<file path="src/dcdc_params.svh">
// Constants for the converter mode control block.
// Assumes a 100 MHz system clock; included by bare name.
`ifndef DCDC_PARAMS_SVH
`define DCDC_PARAMS_SVH
`define CLK_PERIOD_NS        10
`define PWM_PERIOD_NS        4000
`define PWM_PERIOD_CYC       ((`PWM_PERIOD_NS + `CLK_PERIOD_NS - 1) / `CLK_PERIOD_NS)
`define DUTY_W               8
`define DUTY_MIN             8'h08
`define DUTY_STEP            8'h08
`define DUTY_FULL            8'hff
`define SS_HOLD_PERIODS      4
`define SS_HOLD_W            3
`define EDGE_DEAD_CYC        4
`define STAT_SW_OPEN_BIT     0
`define STAT_SW_SHORT_BIT    1
`define STAT_OUT_WIN_BIT     2
`endif

</file>
<file path="src/dcdc_pkg.sv">
// Types shared by the converter mode control files.
// Constants live in dcdc_params.svh.
package dcdc_pkg;
	typedef enum logic [2:0]
	{
		sys_normal,
		sys_stop,
		sys_restart,
		sys_sleep,
		sys_fail_safe
	} sys_mode_t;

	typedef struct packed
	{
		logic step_up_enable;
		logic step_up_voltage_select;
		logic auto_modulation_enable;
		logic wake_pin_modulation_control;
		logic stop_command;
		logic step_up_active_clear;
		logic converter_status_clear;
	} ctrl_t;

	typedef struct packed
	{
		logic step_up_sense_low;
		logic step_up_sense_above_hys;
		logic step_down_target_reached;
		logic step_down_load_high;
		logic step_down_switch_node_open;
		logic step_down_switch_node_short;
		logic step_down_out_of_window;
		logic wake_input_pin;
	} analog_t;

	typedef struct packed
	{
		logic high_side_on;
		logic low_side_on;
	} bridge_t;
endpackage

</file>
<file path="src/step_down_pwm.sv">
// Fixed-frequency PWM generator with edge-shaped switch sequencing.
// Duty comes from the main controller; one clock, synchronous reset.
`include "dcdc_params.svh"
`timescale 1ns/1ps
module step_down_pwm
#(
	parameter int PERIOD_CYC = `PWM_PERIOD_CYC
)
(
	input  wire logic                  clk_sys,
	input  wire logic                  rst_n,
	input  wire logic                  run,
	input  wire logic [`DUTY_W-1:0]    duty,
	output dcdc_pkg::bridge_t          bridge,
	output logic                       period_end
);
	import dcdc_pkg::*;

	typedef struct packed
	{
		logic [15:0] cnt;
		logic [2:0]  dead;
		logic        want_hi;
		bridge_t     br;
	} pwm_state_t;

	pwm_state_t s;
	pwm_state_t next_s;
	logic [23:0] on_len;
	logic        want;

	always_comb
	begin
		next_s = s;
		on_len = 24'(duty) * 24'(PERIOD_CYC);
		want = 1'b0;
		if (!run)
		begin
			next_s = '0;
		end
		else
		begin
			next_s.cnt = (s.cnt == 16'(PERIOD_CYC - 1)) ? 16'h0000 : s.cnt + 16'h0001;
			// Full duty keeps the high side on for the whole period
			want = (duty == `DUTY_FULL) || ({s.cnt, 8'h00} < on_len);
			next_s.want_hi = want;
			// Both switches off for a dead time on every change
			if (want != s.want_hi)
			begin
				next_s.br = '0;
				next_s.dead = 3'(`EDGE_DEAD_CYC);
			end
			else if (s.dead != 3'h0)
			begin
				next_s.dead = s.dead - 3'h1;
			end
			else
			begin
				next_s.br.high_side_on = s.want_hi;
				next_s.br.low_side_on = !s.want_hi;
			end
		end
	end

	always_ff @(posedge clk_sys)
	begin
		if (!rst_n)
			s <= '0;
		else
			s <= next_s;
	end

	assign bridge = s.br;
	assign period_end = run && (s.cnt == 16'(PERIOD_CYC - 1));
endmodule

</file>
<file path="src/dcdc_mode_control.sv">
// Mode control for a cascaded step-up / step-down switching regulator.
// Assumes analog comparator inputs are asynchronous and the mode comes from
// a controller on clk_sys; control bits are plain ports.
`include "dcdc_params.svh"
`timescale 1ns/1ps
module dcdc_mode_control
#(
	parameter int SS_HOLD = `SS_HOLD_PERIODS
)
(
	input  wire logic                clk_sys,
	input  wire logic                rst_n,
	input  dcdc_pkg::sys_mode_t      sys_mode,
	input  dcdc_pkg::ctrl_t          hardware_control,
	input  dcdc_pkg::analog_t        analog_in,
	input  wire logic [`DUTY_W-1:0]  loop_duty,
	output dcdc_pkg::bridge_t        step_down_switches,
	output logic                     step_down_pfm_pulse,
	output logic                     step_up_gate,
	output logic                     step_up_threshold_select,
	output logic                     regulator_enable,
	output logic                     pwm_selected,
	output logic                     soft_start_busy,
	output logic                     step_up_active_flag,
	output logic [2:0]               converter_status_flags,
	output logic                     light_load_exit_flag,
	output logic                     light_load_exit_event
);
	import dcdc_pkg::*;

	// ****************************************************************
	// State
	// ****************************************************************
	typedef enum
	{
		ss_idle,
		ss_ramp,
		ss_done
	} ss_phase_t;

	typedef struct packed
	{
		analog_t                 sync1;
		analog_t                 sync2;
		sys_mode_t               mode_prev;
		logic                    powered;
		ss_phase_t               ss;
		logic [`DUTY_W-1:0]      ss_duty;
		logic [`SS_HOLD_W-1:0]   ss_hold;
		logic                    stop_pwm;
		logic                    exit_flag;
		logic                    exit_evt;
		logic                    up_gate;
		logic                    up_flag;
		logic [2:0]              stat;
		logic                    pfm_pulse;
		logic                    pwm_sel;
		logic                    en;
	} state_t;

	state_t s;
	state_t next_s;

	bridge_t            pwm_bridge;
	logic               period_end;
	logic [`DUTY_W-1:0] duty;
	logic               pwm_run;

	function automatic logic mode_on(input sys_mode_t m);
		return (m == sys_normal) || (m == sys_stop) || (m == sys_restart);
	endfunction

	function automatic logic wakes_to_restart(input sys_mode_t from, input sys_mode_t to);
		return (to == sys_restart) && ((from == sys_sleep) || (from == sys_fail_safe));
	endfunction

	// ****************************************************************
	// Next-state logic
	// ****************************************************************
	always_comb
	begin
		analog_t a;
		logic    want_pwm;
		logic    start_ss;
		a = s.sync2;
		want_pwm = 1'b0;
		start_ss = 1'b0;
		next_s = s;
		// First stage feeds only the second
		next_s.sync1 = analog_in;
		next_s.sync2 = s.sync1;
		next_s.mode_prev = sys_mode;
		next_s.exit_evt = 1'b0;

		next_s.en = mode_on(sys_mode);

		// Soft start on first power-up and after wake into restart
		start_ss = (!s.powered && mode_on(sys_mode))
			|| wakes_to_restart(s.mode_prev, sys_mode);
		if (mode_on(sys_mode))
			next_s.powered = 1'b1;

		// ------------------ Stop-mode modulation ------------------
		if (sys_mode == sys_stop && s.mode_prev != sys_stop)
		begin
			next_s.stop_pwm = 1'b0;
		end
		else if (sys_mode == sys_stop && hardware_control.stop_command)
		begin
			next_s.stop_pwm = 1'b0;
		end
		else if (sys_mode == sys_stop && hardware_control.auto_modulation_enable
			&& a.step_down_load_high && !s.stop_pwm
			&& !hardware_control.wake_pin_modulation_control)
		begin
			next_s.stop_pwm = 1'b1;
			next_s.exit_evt = 1'b1;
		end
		else if (sys_mode != sys_stop)
		begin
			next_s.stop_pwm = 1'b0;
		end

		// Exit flag: a new event beats a clear in the same cycle
		if (next_s.exit_evt)
			next_s.exit_flag = 1'b1;
		else if (hardware_control.converter_status_clear)
			next_s.exit_flag = 1'b0;

		unique case (sys_mode)
			sys_normal, sys_restart: want_pwm = 1'b1;
			sys_stop:
			begin
				if (hardware_control.wake_pin_modulation_control)
					want_pwm = a.wake_input_pin;
				else
					want_pwm = s.stop_pwm;
			end
			default: want_pwm = 1'b0;
		endcase
		next_s.pwm_sel = want_pwm && next_s.en;

		// ------------------ Soft start ------------------
		if (!next_s.en)
		begin
			next_s.ss = ss_idle;
		end
		else if (start_ss)
		begin
			next_s.ss = ss_ramp;
			next_s.ss_duty = `DUTY_MIN;
			next_s.ss_hold = '0;
		end
		else if (s.ss == ss_idle)
		begin
			next_s.ss = ss_done;
		end
		else if (s.ss == ss_ramp)
		begin
			if (a.step_down_target_reached)
			begin
				next_s.ss = ss_done;
			end
			else if (period_end)
			begin
				if (s.ss_hold == `SS_HOLD_W'(SS_HOLD - 1))
				begin
					next_s.ss_hold = '0;
					if (s.ss_duty <= `DUTY_FULL - `DUTY_STEP)
						next_s.ss_duty = s.ss_duty + `DUTY_STEP;
					else
						next_s.ss_duty = `DUTY_FULL;
				end
				else
				begin
					next_s.ss_hold = s.ss_hold + `SS_HOLD_W'(1);
				end
			end
		end

		// ------------------ PFM ------------------
		// Pulse straight from the comparator, no period count
		next_s.pfm_pulse = next_s.en && !want_pwm && !a.step_down_target_reached;

		// ------------------ Step-up stage ------------------
		// Step-up gate is hysteretic on/off while enabled, not fixed-frequency PWM
		if (!hardware_control.step_up_enable || !next_s.en)
			next_s.up_gate = 1'b0;
		else if (a.step_up_sense_low)
			next_s.up_gate = 1'b1;
		else if (a.step_up_sense_above_hys)
			next_s.up_gate = 1'b0;

		if (next_s.up_gate && !s.up_gate)
			next_s.up_flag = 1'b1;
		else if (hardware_control.step_up_active_clear && !a.step_up_sense_low)
			next_s.up_flag = 1'b0;

		// ------------------ Status ------------------
		// Flags are sticky; set wins over clear; out-of-window flag only sets while enabled
		if (hardware_control.converter_status_clear)
			next_s.stat = '0;
		next_s.stat[`STAT_SW_OPEN_BIT] = next_s.stat[`STAT_SW_OPEN_BIT]
			| a.step_down_switch_node_open;
		next_s.stat[`STAT_SW_SHORT_BIT] = next_s.stat[`STAT_SW_SHORT_BIT]
			| a.step_down_switch_node_short;
		next_s.stat[`STAT_OUT_WIN_BIT] = next_s.stat[`STAT_OUT_WIN_BIT]
			| (s.en && a.step_down_out_of_window);
	end

	always_ff @(posedge clk_sys)
	begin
		if (!rst_n)
		begin
			s <= '0;
			s.mode_prev <= sys_sleep;
			s.ss <= ss_idle;
		end
		else
		begin
			s <= next_s;
		end
	end

	// ****************************************************************
	// PWM engine
	// ****************************************************************
	// Soft-start duty overrides the loop until the target is reached
	assign duty = (s.ss == ss_ramp) ? s.ss_duty : loop_duty;
	assign pwm_run = s.en && s.pwm_sel;

	step_down_pwm u_pwm
	(
		.clk_sys    (clk_sys),
		.rst_n      (rst_n),
		.run        (pwm_run),
		.duty       (duty),
		.bridge     (pwm_bridge),
		.period_end (period_end)
	);

	// ****************************************************************
	// Outputs
	// ****************************************************************
	assign step_down_switches       = pwm_bridge;
	assign step_down_pfm_pulse      = s.pfm_pulse;
	assign step_up_gate             = s.up_gate;
	assign step_up_threshold_select = hardware_control.step_up_voltage_select;
	assign regulator_enable         = s.en;
	assign pwm_selected             = s.pwm_sel;
	assign soft_start_busy          = (s.ss == ss_ramp);
	assign step_up_active_flag      = s.up_flag;
	assign converter_status_flags   = s.stat;
	assign light_load_exit_flag     = s.exit_flag;
	assign light_load_exit_event    = s.exit_evt;
endmodule

</file>
<file path="config.mk">
export PLATFORM = sky130hd
export DESIGN_NAME = dcdc_mode_control
export DESIGN_NICKNAME = d
export VERILOG_FILES = /design/src/dcdc_pkg.sv /design/src/step_down_pwm.sv /design/src/dcdc_mode_control.sv
export VERILOG_INCLUDE_DIRS = /design/src
export SDC_FILE = /design/constraint.sdc
export NUM_CORES = 1
export LEC_CHECK = 0
export ABC_CLOCK_PERIOD_IN_PS = 7820
export BUFFER_PORTS_ARGS = -buffer_cell sky130_fd_sc_hd__buf_2
export CAP_MARGIN = 20
export CELL_PAD_IN_SITES_DETAIL_PLACEMENT = 1
export CELL_PAD_IN_SITES_GLOBAL_PLACEMENT = 2
export CORE_UTILIZATION = 39
export CTS_CLUSTER_SIZE = 40
export DETAILED_ROUTE_END_ITERATION = 6
export HOLD_SLACK_MARGIN = 0.1
export PLACE_DENSITY_LB_ADDON = 0.3
export SLEW_MARGIN = 25
export SYNTH_ARGS = -nofsm -noshare
export SYNTH_HDL_FRONTEND = slang
export SYNTH_SLANG_ARGS = --single-unit
export TNS_END_PERCENT = 10
</file>
<file path="constraint.sdc">
create_clock -name clk_sys -period 7.82 [get_ports clk_sys]
set_input_delay 0.391 -clock clk_sys [delete_from_list [all_inputs] [get_ports clk_sys]]
set_output_delay 0.391 -clock clk_sys [all_outputs]
set_load 0.05 [all_outputs]
</file>
======== Yosys cells after proc, flatten, opt, wreduce, memory -nomap -nowiden ========
Cells that the tools add are included.
cells by class
  order comparisons ....................... 2
  muxes and demuxes ....................... 28
  eq/ne operators ......................... 13
  bitwise operators ....................... 6
  div/mod/pow operators ................... 0
  reductions and logical operators ........ 57
  $add $sub $neg .......................... 4
  multiply operators ...................... 1
  shift-type cells ........................ 0
operators by type and width
  operator                 count
  $mux W11                 3
  $logic_not A32 Y1        1
  $lt A24 B17 Y1           1
  $mux W8                  3
  $reduce_bool A2 Y1       9
  $add A16 B1 Y16 const B  1
  $eq A16 B9 Y1 const B    1
  $logic_and A1 B1 Y1      16
  $mul A8 B5 Y13 const B   1
  $mux W1                  13
  $mux W13                 1
  $mux W12                 1
  $mux W3                  4
  $reduce_or A3 Y1         4
  $logic_not A1 Y1         10
  $eq A3 B2 Y1 const B     3
  $reduce_bool A3 Y1       3
  $add A8 B4 Y8 const B    1
  $eq A8 B8 Y1 const B     1
  $le A8 B8 Y1 const B     1
  $reduce_and A2 Y1        4
  $logic_or A1 B1 Y1       6
  $ne A3 B1 Y1 const B     2
  $reduce_and A6 Y1        1
  other kinds (15)         20
word-level totals
  RAM bits ................................ 0
  memories ................................ 0
  word-level logic and storage cells ...... 148
  register bits ........................... 66
  output and inout bits ................... 14
  ROM bits ................................ 0
  input port bits ......................... 28
  latch bits .............................. 0

======== Longest topological paths before layout ========
Gate-level depths: netlist of the first run.
  depth in word-level cells ............... 9
  mapped depth ............................ 21
  gate-level depth less buffers ........... 20

======== Cells and area by module ========
Synthesis of the first run repeated with hierarchy kept, for this count alone.
second synthesis, totals
  cells, all modules ...................... 393
  area, all modules ....................... 3580.9 sq um
modules (own cells, without submodules)
  module             cells each  sequential area each (sq um)  times used  area each (sq um)
  step_down_pwm      208         440.4                         1           1884.3
  dcdc_mode_control  185         840.8                         1           1696.6

======== Worst setup path after synthesis of the first run ========
Ideal clock, no wire load.
  path type ............................... register to register
  from .................................... register s[23] (netlist bit)
  to ...................................... register u_pwm.s[4] (netlist bit)
  arrival time ............................ 4.841 ns
  library setup time ...................... 0.127 ns
  stages on the path, launching flop included .. 22
  slack ................................... 2.852 ns
  buffers on the path ..................... 1
  cells stage by stage .................... dfxtp_1 nand2b_1 inv_1 nand2_1 nand2_1 ha_1 ha_1 inv_1 fa_1 inv_1 ha_1 nor2b_1 o31a_1 o41ai_1 xnor2_1 ha_1 or4_1 a2111oi_2 o21ai_1 buf_6 o211a_1 or3_1
on the way
  cells in the longest elaborated chain, start to end .. 7
RTL lines
  what                                   RTL line                  source
  start: declaration                     dcdc_mode_control.sv:61   state_t s;
  start signal: assignment               dcdc_mode_control.sv:221  s <= next_s;
  $eq A2 B2 Y1 (*)                       --
  via soft_start_busy                    dcdc_mode_control.sv:23   output logic soft_start_busy,
  $mux W8 (*)                            dcdc_mode_control.sv:229  assign duty = (s.ss == ss_ramp) ? s.ss_duty : loop_duty;
  $mul A8 B5 Y13                         step_down_pwm.sv:35       on_len = 24'(duty) * 24'(PERIOD_CYC);
  $lt A24 B17 Y1                         step_down_pwm.sv:45       want = (duty == `DUTY_FULL) || ({s.cnt, 8'h00} < on_len);
  $logic_or A1 B1 Y1 (*)                 step_down_pwm.sv:45
  $ne A1 B1 Y1 (*)                       step_down_pwm.sv:48       if (want != s.want_hi)
  $reduce_or A3 Y1 (no source line) (*)  --
  end signal: assignment                 step_down_pwm.sv:70       s <= next_s;
  end: declaration                       step_down_pwm.sv:27       pwm_state_t s;
The timed path passes the listed nets; every way through them passes the cells marked *.
A chain may end at the register's enable or synchronous reset.

======== Final worst setup path of the first run ========
  from .................................... register s[23] (netlist bit)
  to ...................................... register u_pwm.s[4] (netlist bit)
on the way
  cells in the longest elaborated chain, start to end .. 7
RTL lines
  what                                   RTL line
  $eq A2 B2 Y1 (*)                       dcdc_mode_control.sv:229
  $mux W8 (*)                            dcdc_mode_control.sv:229
  $mul A8 B5 Y13                         step_down_pwm.sv:35
  $lt A24 B17 Y1                         step_down_pwm.sv:45
  $logic_or A1 B1 Y1 (*)                 step_down_pwm.sv:45
  $ne A1 B1 Y1 (*)                       step_down_pwm.sv:48
  $reduce_or A3 Y1 (no source line) (*)  --
Mark *: on every way between the ends. The rest lies on a longest branch, timed or not.

==> results.md, run 1 <==
- Fin cells: 589
- Reg2reg setup slack: 2.31 ns
- Synth Warn #: 0
- Setup Crit Path Kind: flop to flop
- Tmin final: 5.51 ns
- DRC Markers: 0
- Initial Util: 0.403
- Gr ovfl total: 0
- Top delay family on crit path: adder cells
- Post-route core utilization: 0.454
- #FFs+latches synth: 64
- Slew Limit Headroom: 0.342
- Post-Syn Instances: 421
- Post-route ant nets: 0
- Critical path capture point type: flop
- Initial DRC count: 73
- Max H-tree Level: 3
- Port Buffers: 39
- Share of layout cells above drive strength 1: 0.146
- Max Clock Skew: 0.0133 ns
- Reg2reg path depth: 20
- Element type at the critical path start: flop
- Pre-CTS setup slack: 2.32 ns
- Status: complete, no violations
- Vias: 3060
- Reg clk slew, reported paths: 0.08 ns
- Die height: 100 um
- Die area: 0.00999 mm^2
- Crit-path most repeated cell: ha_1
- Fin nets: roughly 530
- Clk sinks: 64
- Peak VDD IR: 0.0906 mV
- Crit path buffers/inverters: 3
- Setup TNS: 0 ns
- Post-CTS sizing: 0
- Worst endpoint required time: 8.05 ns
- Skew-Pair Late Insertion Delay: 0.35 ns
- Area growth syn-to-layout: 12.7%
- Worst setup slack after layout: 2.31 ns
- Synth Net Count: 497
- Post-synth ARST share: 0
- Detailed Place HPWL: 6690 um
- Sequential area share after synthesis: 0.342
- Gpl congestion: 0.792
- Final hold viol count: 0
- Die width: 100 um
- Avg Inst Size Synth: 8.89 um^2
- # diodes: 0
- Ys flop type: dfxtp_1
- Worst path arrival time: 5.74 ns
- Max Cap Viol: 0
- Final worst path period share: 0.704
- Hold EP: next_s[62]
- Final Power: 0.834 mW
- Initial antenna violation count: 0
- Clock buffer depth: 2
- First-pass GRT wire length: 14200 um
- Drt total wl: between 8000 and 9000 um
- WHS Path Cells: 2
- Total CTS buffers: 9
- Slowest Stage Delay on Critical Path: 0.50 ns
- HP Start: analog_in[4]
- Cells after DPL: 573
- DRT Pass-1 Iters: 4
- Synth Cell Area: 0.00374 mm^2
- Pleak: about 1.9 nW
- FF-to-FF End: u_pwm.s[4]
- Distinct cells, synth: 65
- Pin count of the biggest net entering global routing: 34
- Crit path max fanout: 12
- Hold buffer count at cts: 0
- Post-synth EDFFs: 0
- Post-DR wirelength/cell: 14.6 um
- Crit path cell chain: nand2b_1, inv_1, nand2_1, nand2_1, ha_1, ha_1, inv_1, fa_1, inv_1, ha_1, nor2b_1, o31a_1, o41ai_1, xnor2_1, ha_1, or4_1, a2111oi_2, o21ai_1, o211a_1, or3_1
- Vias in the first global route: 3005
- Post-CTS setup repair buffer count: 0
- RR Startpoint: s[23]
- Final setup viols: 0
- Min-delay worst type: input pin to flop
- IO Pins: 42
- RSZ-0062 raised after global routing: false
- Power Density: 198 mW/mm^2
- Worst Tran Pin Value: 0.974 ns
- Max Clk Rate: 0.182 GHz
- Slowest CP cell: fa_1
- Max Transition Viols Final: 0
- Total track usage: 0.183
- Core area: 0.00928 mm^2
- Drt via density: 5.20
- Clock root buffer: clkbuf_8
- TritonCTS clock tree: done
- Row count: 35
cell families after synthesis:
kind of cell | Yosys count | share of synthesized area
fa+ha+maj | 48 | 0.167
buf+inv | 49 | 0.0619
flops | 64 | 0.342
simple gates | 160 | 0.226
xor+xnor | 22 | 0.0515
compound gates | 75 | 0.144
mux | 3 | 0.00802
report_power, final:
group | internal (mW) | switching [mW] | leakage (nW)
Combinational | 0.0714 | 0.0997 | 1.27
Sequential | 0.333 | 0.00429 | 0.521
Clock | 0.189 | 0.136 | 0.113
stage by stage:
stage | instance area [um^2] | hold WS [ns]
3_3_place_gp | 3990 | 0.414
2_1_floorplan | 3740 | 0.411
5_1_grt | 4220 | 0.227
3_5_place_dp | 3990 | 0.421
6_report | 4220 | 0.243
4_1_cts | 4220 | 0.223
worst max-delay path by stage:
stage	start	slack, ns	to	depth (start not counted)
floorplan	s[23]	2.85	u_pwm.s[4]	21
global placement	s[23]	2.46	u_pwm.s[4]	20
detailed placement	s[23]	2.32	u_pwm.s[4]	20
CTS	s[23]	2.29	u_pwm.s[4]	20
global route	s[23]	1.90	u_pwm.s[4]	20
finish	s[23]	2.31	u_pwm.s[4]	20
routing by layer:
layer	GRT usage	routed length, um
met2	0.297	4000
met4	0.0645	155
met3	0.0425	244
met1	0.237	4180
met5	0	0
cell usage after synthesis, types with 5 or more instances:
master	count	area share
a21oi_1	14	0.019
and2_1	19	0.032
buf_4	6	0.012
clkbuf_1	7	0.0070
dfxtp_1	64	0.34
ha_1	45	0.15
inv_1	32	0.032
nand2_1	34	0.034
nand3_1	11	0.015
nand4_1	8	0.013
nor2_1	37	0.037
nor3_1	14	0.019
o211a_1	5	0.013
o211ai_1	8	0.016
o21ai_0	15	0.020
or3_1	5	0.0084
xnor2_1	10	0.023
xor2_1	12	0.028
placed cells by master (no fill, tap or decap), drive strengths merged, types with 3 or more instances in the layout:
cell type  instances
ha                45
nor3              14
and3               4
nand2             34
o21a               3
o211ai             8
fa                 3
a21o               4
o21ai             17
xnor2             10
nand4              8
nor4               5
xor2              12
or4                4
buf               39
clkinv             3
nand3             11
clkbuf            10
nor2              37
o211a              5
inv               33
mux2i              3
a21oi             14
and2              20
or3                6
a211oi             3
dfxtp             64
area by class of cell:
cell class	count	area, um^2
Clock inverter	6	90.1
Timing Repair Buffer	39	195
Fill cell	1128	5060
Multi-Input combinational cell	308	2230
Tap cell	129	161
Inverter	33	124
Sequential cell	64	1280
Clock buffer	10	138
registers in the layout, indices dropped and copies added, names as in the netlist:
signal,flops
u_pwm.bridge,2
regulator_enable,1
step_down_pfm_pulse,1
step_up_active_flag,1
next_s,8
pwm_selected,1
s,24
light_load_exit_flag,1
step_up_gate,1
u_pwm.s,20
converter_status_flags,3
light_load_exit_event,1
Power figures use the tool's default switching activity.
==> run 2: changes to the inputs <==
--- a/config.mk
+++ b/config.mk
@@ -6,12 +6,13 @@
 export SDC_FILE = /design/constraint.sdc
 export NUM_CORES = 1
 export LEC_CHECK = 0
-export ABC_CLOCK_PERIOD_IN_PS = 7820
+export ABC_AREA = 1
+export ABC_CLOCK_PERIOD_IN_PS = 4830
 export BUFFER_PORTS_ARGS = -buffer_cell sky130_fd_sc_hd__buf_2
 export CAP_MARGIN = 20
 export CELL_PAD_IN_SITES_DETAIL_PLACEMENT = 1
 export CELL_PAD_IN_SITES_GLOBAL_PLACEMENT = 2
-export CORE_UTILIZATION = 39
+export CORE_UTILIZATION = 31
 export CTS_CLUSTER_SIZE = 40
 export DETAILED_ROUTE_END_ITERATION = 6
 export HOLD_SLACK_MARGIN = 0.1
==> constraint.sdc (replaced) <==
create_clock -name clk_sys -period 4.83 [get_ports clk_sys]
set_input_delay 0.2415 -clock clk_sys [delete_from_list [all_inputs] [get_ports clk_sys]]
set_output_delay 0.2415 -clock clk_sys [all_outputs]
set_load 0.05 [all_outputs]
==> results.md, run 2 <==
- Status: finished with violations
- Failing checks: DRC
- Vias in the first global route: 3354
- Initial Util: 0.324
- Largest reg by FF count: s
- Crit path buffers/inverters: 1
- Slew Limit Headroom: 0.609
- Element type at the critical path start: flop
- Gr ovfl total: 0
- Slowest CP cell: fa_1
- Worst Tran Pin Value: roughly 0.6 ns
- FF-to-FF End: u_pwm.bridge[1]
- Setup TNS: 0 ns
- Final Power: roughly 1.5 mW
- Reg2reg path depth: 25
- Area growth syn-to-layout: 18.8%
- Sequential area share after synthesis: 0.341
- #FFs+latches synth: 64
- Total track usage: 0.161
- Clk sinks: 64
- Pin count of the biggest net entering global routing: 29
- Detailed Place HPWL: 7130 um
- Top cells by area, synth: dfxtp_1 34%, ha_1 15%, nand2_1 9.9%
- Die height: ~110 um
- Pleak: ~2.2 nW
- Clock root buffer: clkbuf_16
- Share of layout cells above drive strength 1: 0.157
- Slowest Stage Delay on Critical Path: 0.52 ns
- Die width: about 110 um
- RR Startpoint: s[22]
- Clock buffer depth: 2
- Crit path max fanout: 10
- Top-count cell post-synth: nand2_1
- Yosys top cell by area: dfxtp_1
- IO Pins: 42
- Post-synth top area share: 0.341
- Reg2reg setup slack: 0.54 ns
- Crit-path most repeated cell: nand2_1
- Skew-Pair Late Insertion Delay: 0.34 ns
- Power Density: 336 mW/mm^2
- RSZ-0062 raised after global routing: false
- Core area: 0.0116 mm^2
- Fill cell count: approximately 1400
- Post-CTS setup repair buffer count: 0
- Most common cell after layout, fill and taps aside: nand2_1
- Worst path arrival time: 4.56 ns
- Post-synth EDFFs: 0
- # diodes: 0
- TritonCTS clock tree: done
- Post-route core utilization: 0.385
- Peak VDD IR: 0.158 mV
- Post-Syn Instances: 498
- Port Buffers: 39
- Initial DRC count: 133
- Initial antenna violation count: 0
- Synth Cell Area: 0.00376 mm^2
- Worst endpoint required time: 5.10 ns
- Comb pwr share: 0.217
- Final setup viols: 0
- Fin nets: a little over 600
- Max Clk Rate: about 0.23 GHz
- Synth Net Count: 574
- Max Cap Viol: 0
- Avg Inst Size Synth: 7.55 um^2
- Post-route ant nets: 0
- Max H-tree Level: 3
- Drt via density: 4.69
- Power share of the clock group: 0.419
- Setup Crit Path Kind: flop to flop
- Max Transition Viols Final: 0
- Final hold viol count: 0
- Post-synth top cells: 99 x nand2_1, 79 x inv_1, 64 x dfxtp_1
- Worst setup startpoint: s[22]
- Register share of total power: 0.364
- Post-synth ARST share: 0
- Max Clock Skew: 0.00687 ns
- Distinct cells, synth: 45
- Total CTS buffers: 9
- Sw power: 0.440 mW
- Final worst path period share: 0.888
- Post-DR wirelength/cell: between 10 and 15 um
- Tmin final: between 4 and 5 ns
- Critical path capture point type: flop
- Pint: 1.06 mW
- Die area: 0.0126 mm^2
- Vias: 3244
- Min-delay worst type: input pin to flop
- First-pass GRT wire length: 15800 um
- Ys flop type: dfxtp_1
- Top delay family on crit path: adder cells
- Gpl congestion: between 0.8 and 0.9
- Row count: 39
- Critical Path End: u_pwm.bridge[1]
- Synth Warn #: 0
- Cells after DPL: 668
- Max FFs per register: 24
- DRT Pass-1 Iters: 6
- Crit path depth: 25
- Reg clk slew, reported paths: approximately 0.06 ns
- Worst hold slack: around 0.17 ns
- Most frequent cells in the layout: 98 x nand2_1, 79 x inv_1, 64 x dfxtp_1
- Drt total wl: 9010 um
- Sw Ratio: 0.293
- DRC Markers: 2
- Fin cells: 691
-- run 2: kinds of logic after synthesis --
family / share of synthesized area
xor+xnor: 0.0326
buf+inv: 0.106
fa+ha+maj: 0.166
flops: 0.341
compound gates: 0.0974
simple gates: 0.257
-- run 2: final cells by class --
class / count / area (um^2) / share of cell area
multi-input cells: 336 / 2120 / 0.474
flip-flops and latches: 64 / 1280 / 0.287
inverters: 85 / 322 / 0.0719
repair buffers: 48 / 283 / 0.0633
clock buffers: 9 / 225 / 0.0504
well taps: 143 / 179 / 0.0400
clock inverters: 6 / 61.3 / 0.0137
-- run 2: how the worst min path moves through the flow --
stage,cells past startpoint,to,startpoint
2_1_floorplan,2,s[57],sys_mode[2]
3_3_place_gp,2,s[62],next_s[62]
3_5_place_dp,2,s[61],next_s[61]
4_1_cts,3,s[57],sys_mode[2]
5_1_grt,3,s[56],sys_mode[1]
6_report,3,s[57],sys_mode[2]
-- run 2: per-stage QoR --
step	cell area, um^2	setup WS [ns]
2_1_floorplan	3760	0.400
3_3_place_gp	4070	0.364
3_5_place_dp	4070	0.111
4_1_cts	4430	0.0770
5_1_grt	4470	0.0171
6_report	4470	0.539
-- run 2: timing repair --
item	CTS	global route
resized for setup	0	9
endpoints found under the setup margin	0	6
hold buffers	8	0
endpoints found under the hold margin	8	0
-- run 2: worst register-to-register path: stages, from the launching register on --
cell	delay, ns
dfxtp_1	0.39
nand2_4	0.11
buf_4	0.17
nand2_1	0.10
nand2_1	0.07
ha_1	0.31
ha_1	0.32
fa_1	0.52
ha_4	0.31
a21oi_1	0.07
o21bai_2	0.21
a21oi_1	0.09
nor2_1	0.09
nor2_1	0.05
xor2_1	0.16
ha_1	0.29
nand2_1	0.06
nor2_1	0.14
nand2_1	0.07
nor2_1	0.10
nand2_1	0.06
nand3_1	0.14
nand2_1	0.08
nand2_1	0.10
nand3_2	0.10
nor2_1	0.12
-- run 2: power groups by stage --
| stage | combinational, mW | clock, mW | sequential (mW) |
|---|---|---|---|
| global route | 0.381 | 0.670 | 0.548 |
| finish | 0.326 | 0.629 | 0.547 |
| detailed placement | 0.309 | 0 | 0.558 |
| global placement | 0.299 | 0 | 0.558 |
| CTS | 0.319 | 0.648 | 0.547 |
| floorplan | 0.224 | 0 | 0.561 |
-- run 2: routing by layer --
layer | share of wire | track usage
met1 | 0.49 | 0.204
met3 | 0.026 | 0.0319
met5 | 0 | 0
met4 | 0.023 | 0.0809
met2 | 0.46 | 0.262
==> run 3: changes to the inputs <==
--- a/config.mk
+++ b/config.mk
@@ -17,7 +17,7 @@
 export DETAILED_ROUTE_END_ITERATION = 6
 export HOLD_SLACK_MARGIN = 0.1
 export PLACE_DENSITY_LB_ADDON = 0.3
-export SLEW_MARGIN = 25
+export RECOVER_POWER = 100
 export SYNTH_ARGS = -nofsm -noshare
 export SYNTH_HDL_FRONTEND = slang
 export SYNTH_SLANG_ARGS = --single-unit
==> results.md, run 3 (same netlist as run 2, synthesis figures left out) <==
- Worst endpoint required time: 5.10 ns
- IO Pins: between 40 and 50
- Post-route ant nets: 0
- Vias: 3238
- Detailed Place HPWL: 7130 um
- Drt via density: 4.69
- TritonCTS clock tree: done
- Port Buffers: 39
- Design area: 0.00443 mm^2
- Total CTS buffers: 9
- Max Clk Rate: 0.233 GHz
- Slew Limit Headroom: 0.200
- Die height: 112 um
- Worst Tran Pin Value: approximately 1.2 ns
- Clock buffer depth: 2
- Most common cell after layout, fill and taps aside: nand2_1
- Power Density: around 340 mW/mm^2
- Cells after DPL: between 600 and 700
- Total track usage: 0.161
- Die width: 112 um
- Critical path capture point type: flop
- DRT Pass-1 Iters: 6
- Gpl congestion: approximately 0.85
- Tmin final: about 4.3 ns
- Max Clock Skew: 0.00600 ns
- Max Transition Viols Final: 0
- Initial Util: 0.324
- Initial antenna violation count: 0
- Largest reg by FF count: s
- Row count: 39
- Failing checks: DRC
- Final hold viol count: 0
- Element type at the critical path start: flop
- Min-delay worst type: input pin to flop
- Pleak: 2.13 nW
- Instance area at placement: 0.00407 mm^2
- Fin nets: 620
- Max Cap Viol: 0
- Final worst path period share: 0.888
- First-pass GRT wire length: 15800 um
- Worst path arrival time: 4.56 ns
- # diodes: 0
- Clk sinks: 64
- Post-CTS setup repair buffer count: 0
- Fin cells: 691
- Setup TNS: 0 ns
- Most frequent cells in the layout: 98 x nand2_1, 81 x inv_1, 64 x dfxtp_1
- Max H-tree Level: 3
- Vias in the first global route: 3354
- Gr ovfl total: 0
- Worst hold slack: 0.168 ns
- Final setup viols: 0
- Die area: 0.0126 mm^2
- Max FFs per register: 24
- Share of layout cells above drive strength 1: 0.124
- Initial DRC count: 118
- Skew-Pair Late Insertion Delay: 0.33 ns
- Core area: roughly 0.012 mm^2
- Post-DR wirelength/cell: 13.1 um
- RSZ-0062 raised after global routing: false
- Status: finished with violations
- Pin count of the biggest net entering global routing: 29
- DRC Markers: 2
- Crit path max fanout: 10
- Drt total wl: 9020 um
- Area growth syn-to-layout: 17.9%
- Setup Crit Path Kind: flop to flop
- Clock root buffer: clkbuf_16
- Reg clk slew, reported paths: 0.06 ns
- Peak VDD IR: 0.158 mV
- Fill cell count: 1433
run 3: path summary, 6_finish.rpt:
check	start	to	slack, ns	cells after the start
setup / recovery	s[22]	u_pwm.bridge[1]	0.54	25
hold / removal	sys_mode[2]	s[57]	0.17	3
setup reg to reg	s[22]	u_pwm.bridge[1]	0.54	25
hold reg to reg	next_s[64]	s[64]	0.41	2
run 3: final cells by class:
| class | instances | area, um^2 | share of cell area |
|---|---|---|---|
| clock buffer | 9 | 225 | 0.0508 |
| inverter | 85 | 322 | 0.0725 |
| clock inverter | 6 | 61.3 | 0.0138 |
| timing repair buffer | 48 | 265 | 0.0598 |
| multi-input combinational | 336 | 2100 | 0.474 |
| sequential | 64 | 1280 | 0.289 |
| tap | 143 | 179 | 0.0404 |
run 3: layer usage:
metal  wire, um  global-route usage  vias to the layer above
met1       4410               0.204                     1494
li1           -                   -                     1695
met5          0                   0                        -
met4        204              0.0809                        0
met2       4170               0.262                       34
met3        239              0.0319                       15
run 3: repair_timing:
item / CTS / global route
endpoints found under the setup margin: 0 / 6
hold buffers: 8 / 0
gates resized for setup: 0 / 9
hold endpoints to repair: 8 / 0
run 3: critical path, stage by stage (launching register included):
cell and delay (ns):
dfxtp_1 0.39, nand2_4 0.11, buf_4 0.17, nand2_1 0.10
nand2_1 0.07, ha_1 0.31, ha_1 0.32, fa_1 0.52
ha_4 0.31, a21oi_1 0.07, o21bai_2 0.21, a21oi_1 0.09
nor2_1 0.09, nor2_1 0.05, xor2_1 0.16, ha_1 0.29
nand2_1 0.06, nor2_1 0.14, nand2_1 0.07, nor2_1 0.10
nand2_1 0.06, nand3_1 0.14, nand2_1 0.08, nand2_1 0.10
nand3_2 0.10, nor2_1 0.12
run 3: per-stage QoR:
stage,util,power (mW),setup slack (ns)
final,0.382,1.50,0.541
after global routing,0.382,1.60,0.0164
after CTS,0.382,1.51,0.0770
after detailed placement,0.350,0.867,0.111
after global placement,0.350,0.857,0.364
after floorplan,-,0.785,0.400
run 3: report_power, final:
part | switching (mW) | internal (mW) | total, mW | leakage [nW]
Clock | 0.234 | 0.394 | 0.628 | 0.141
Combinational | 0.198 | 0.126 | 0.324 | 1.46
Sequential | 0.00633 | 0.541 | 0.547 | 0.521
Total | 0.439 | 1.06 | 1.50 | 2.13
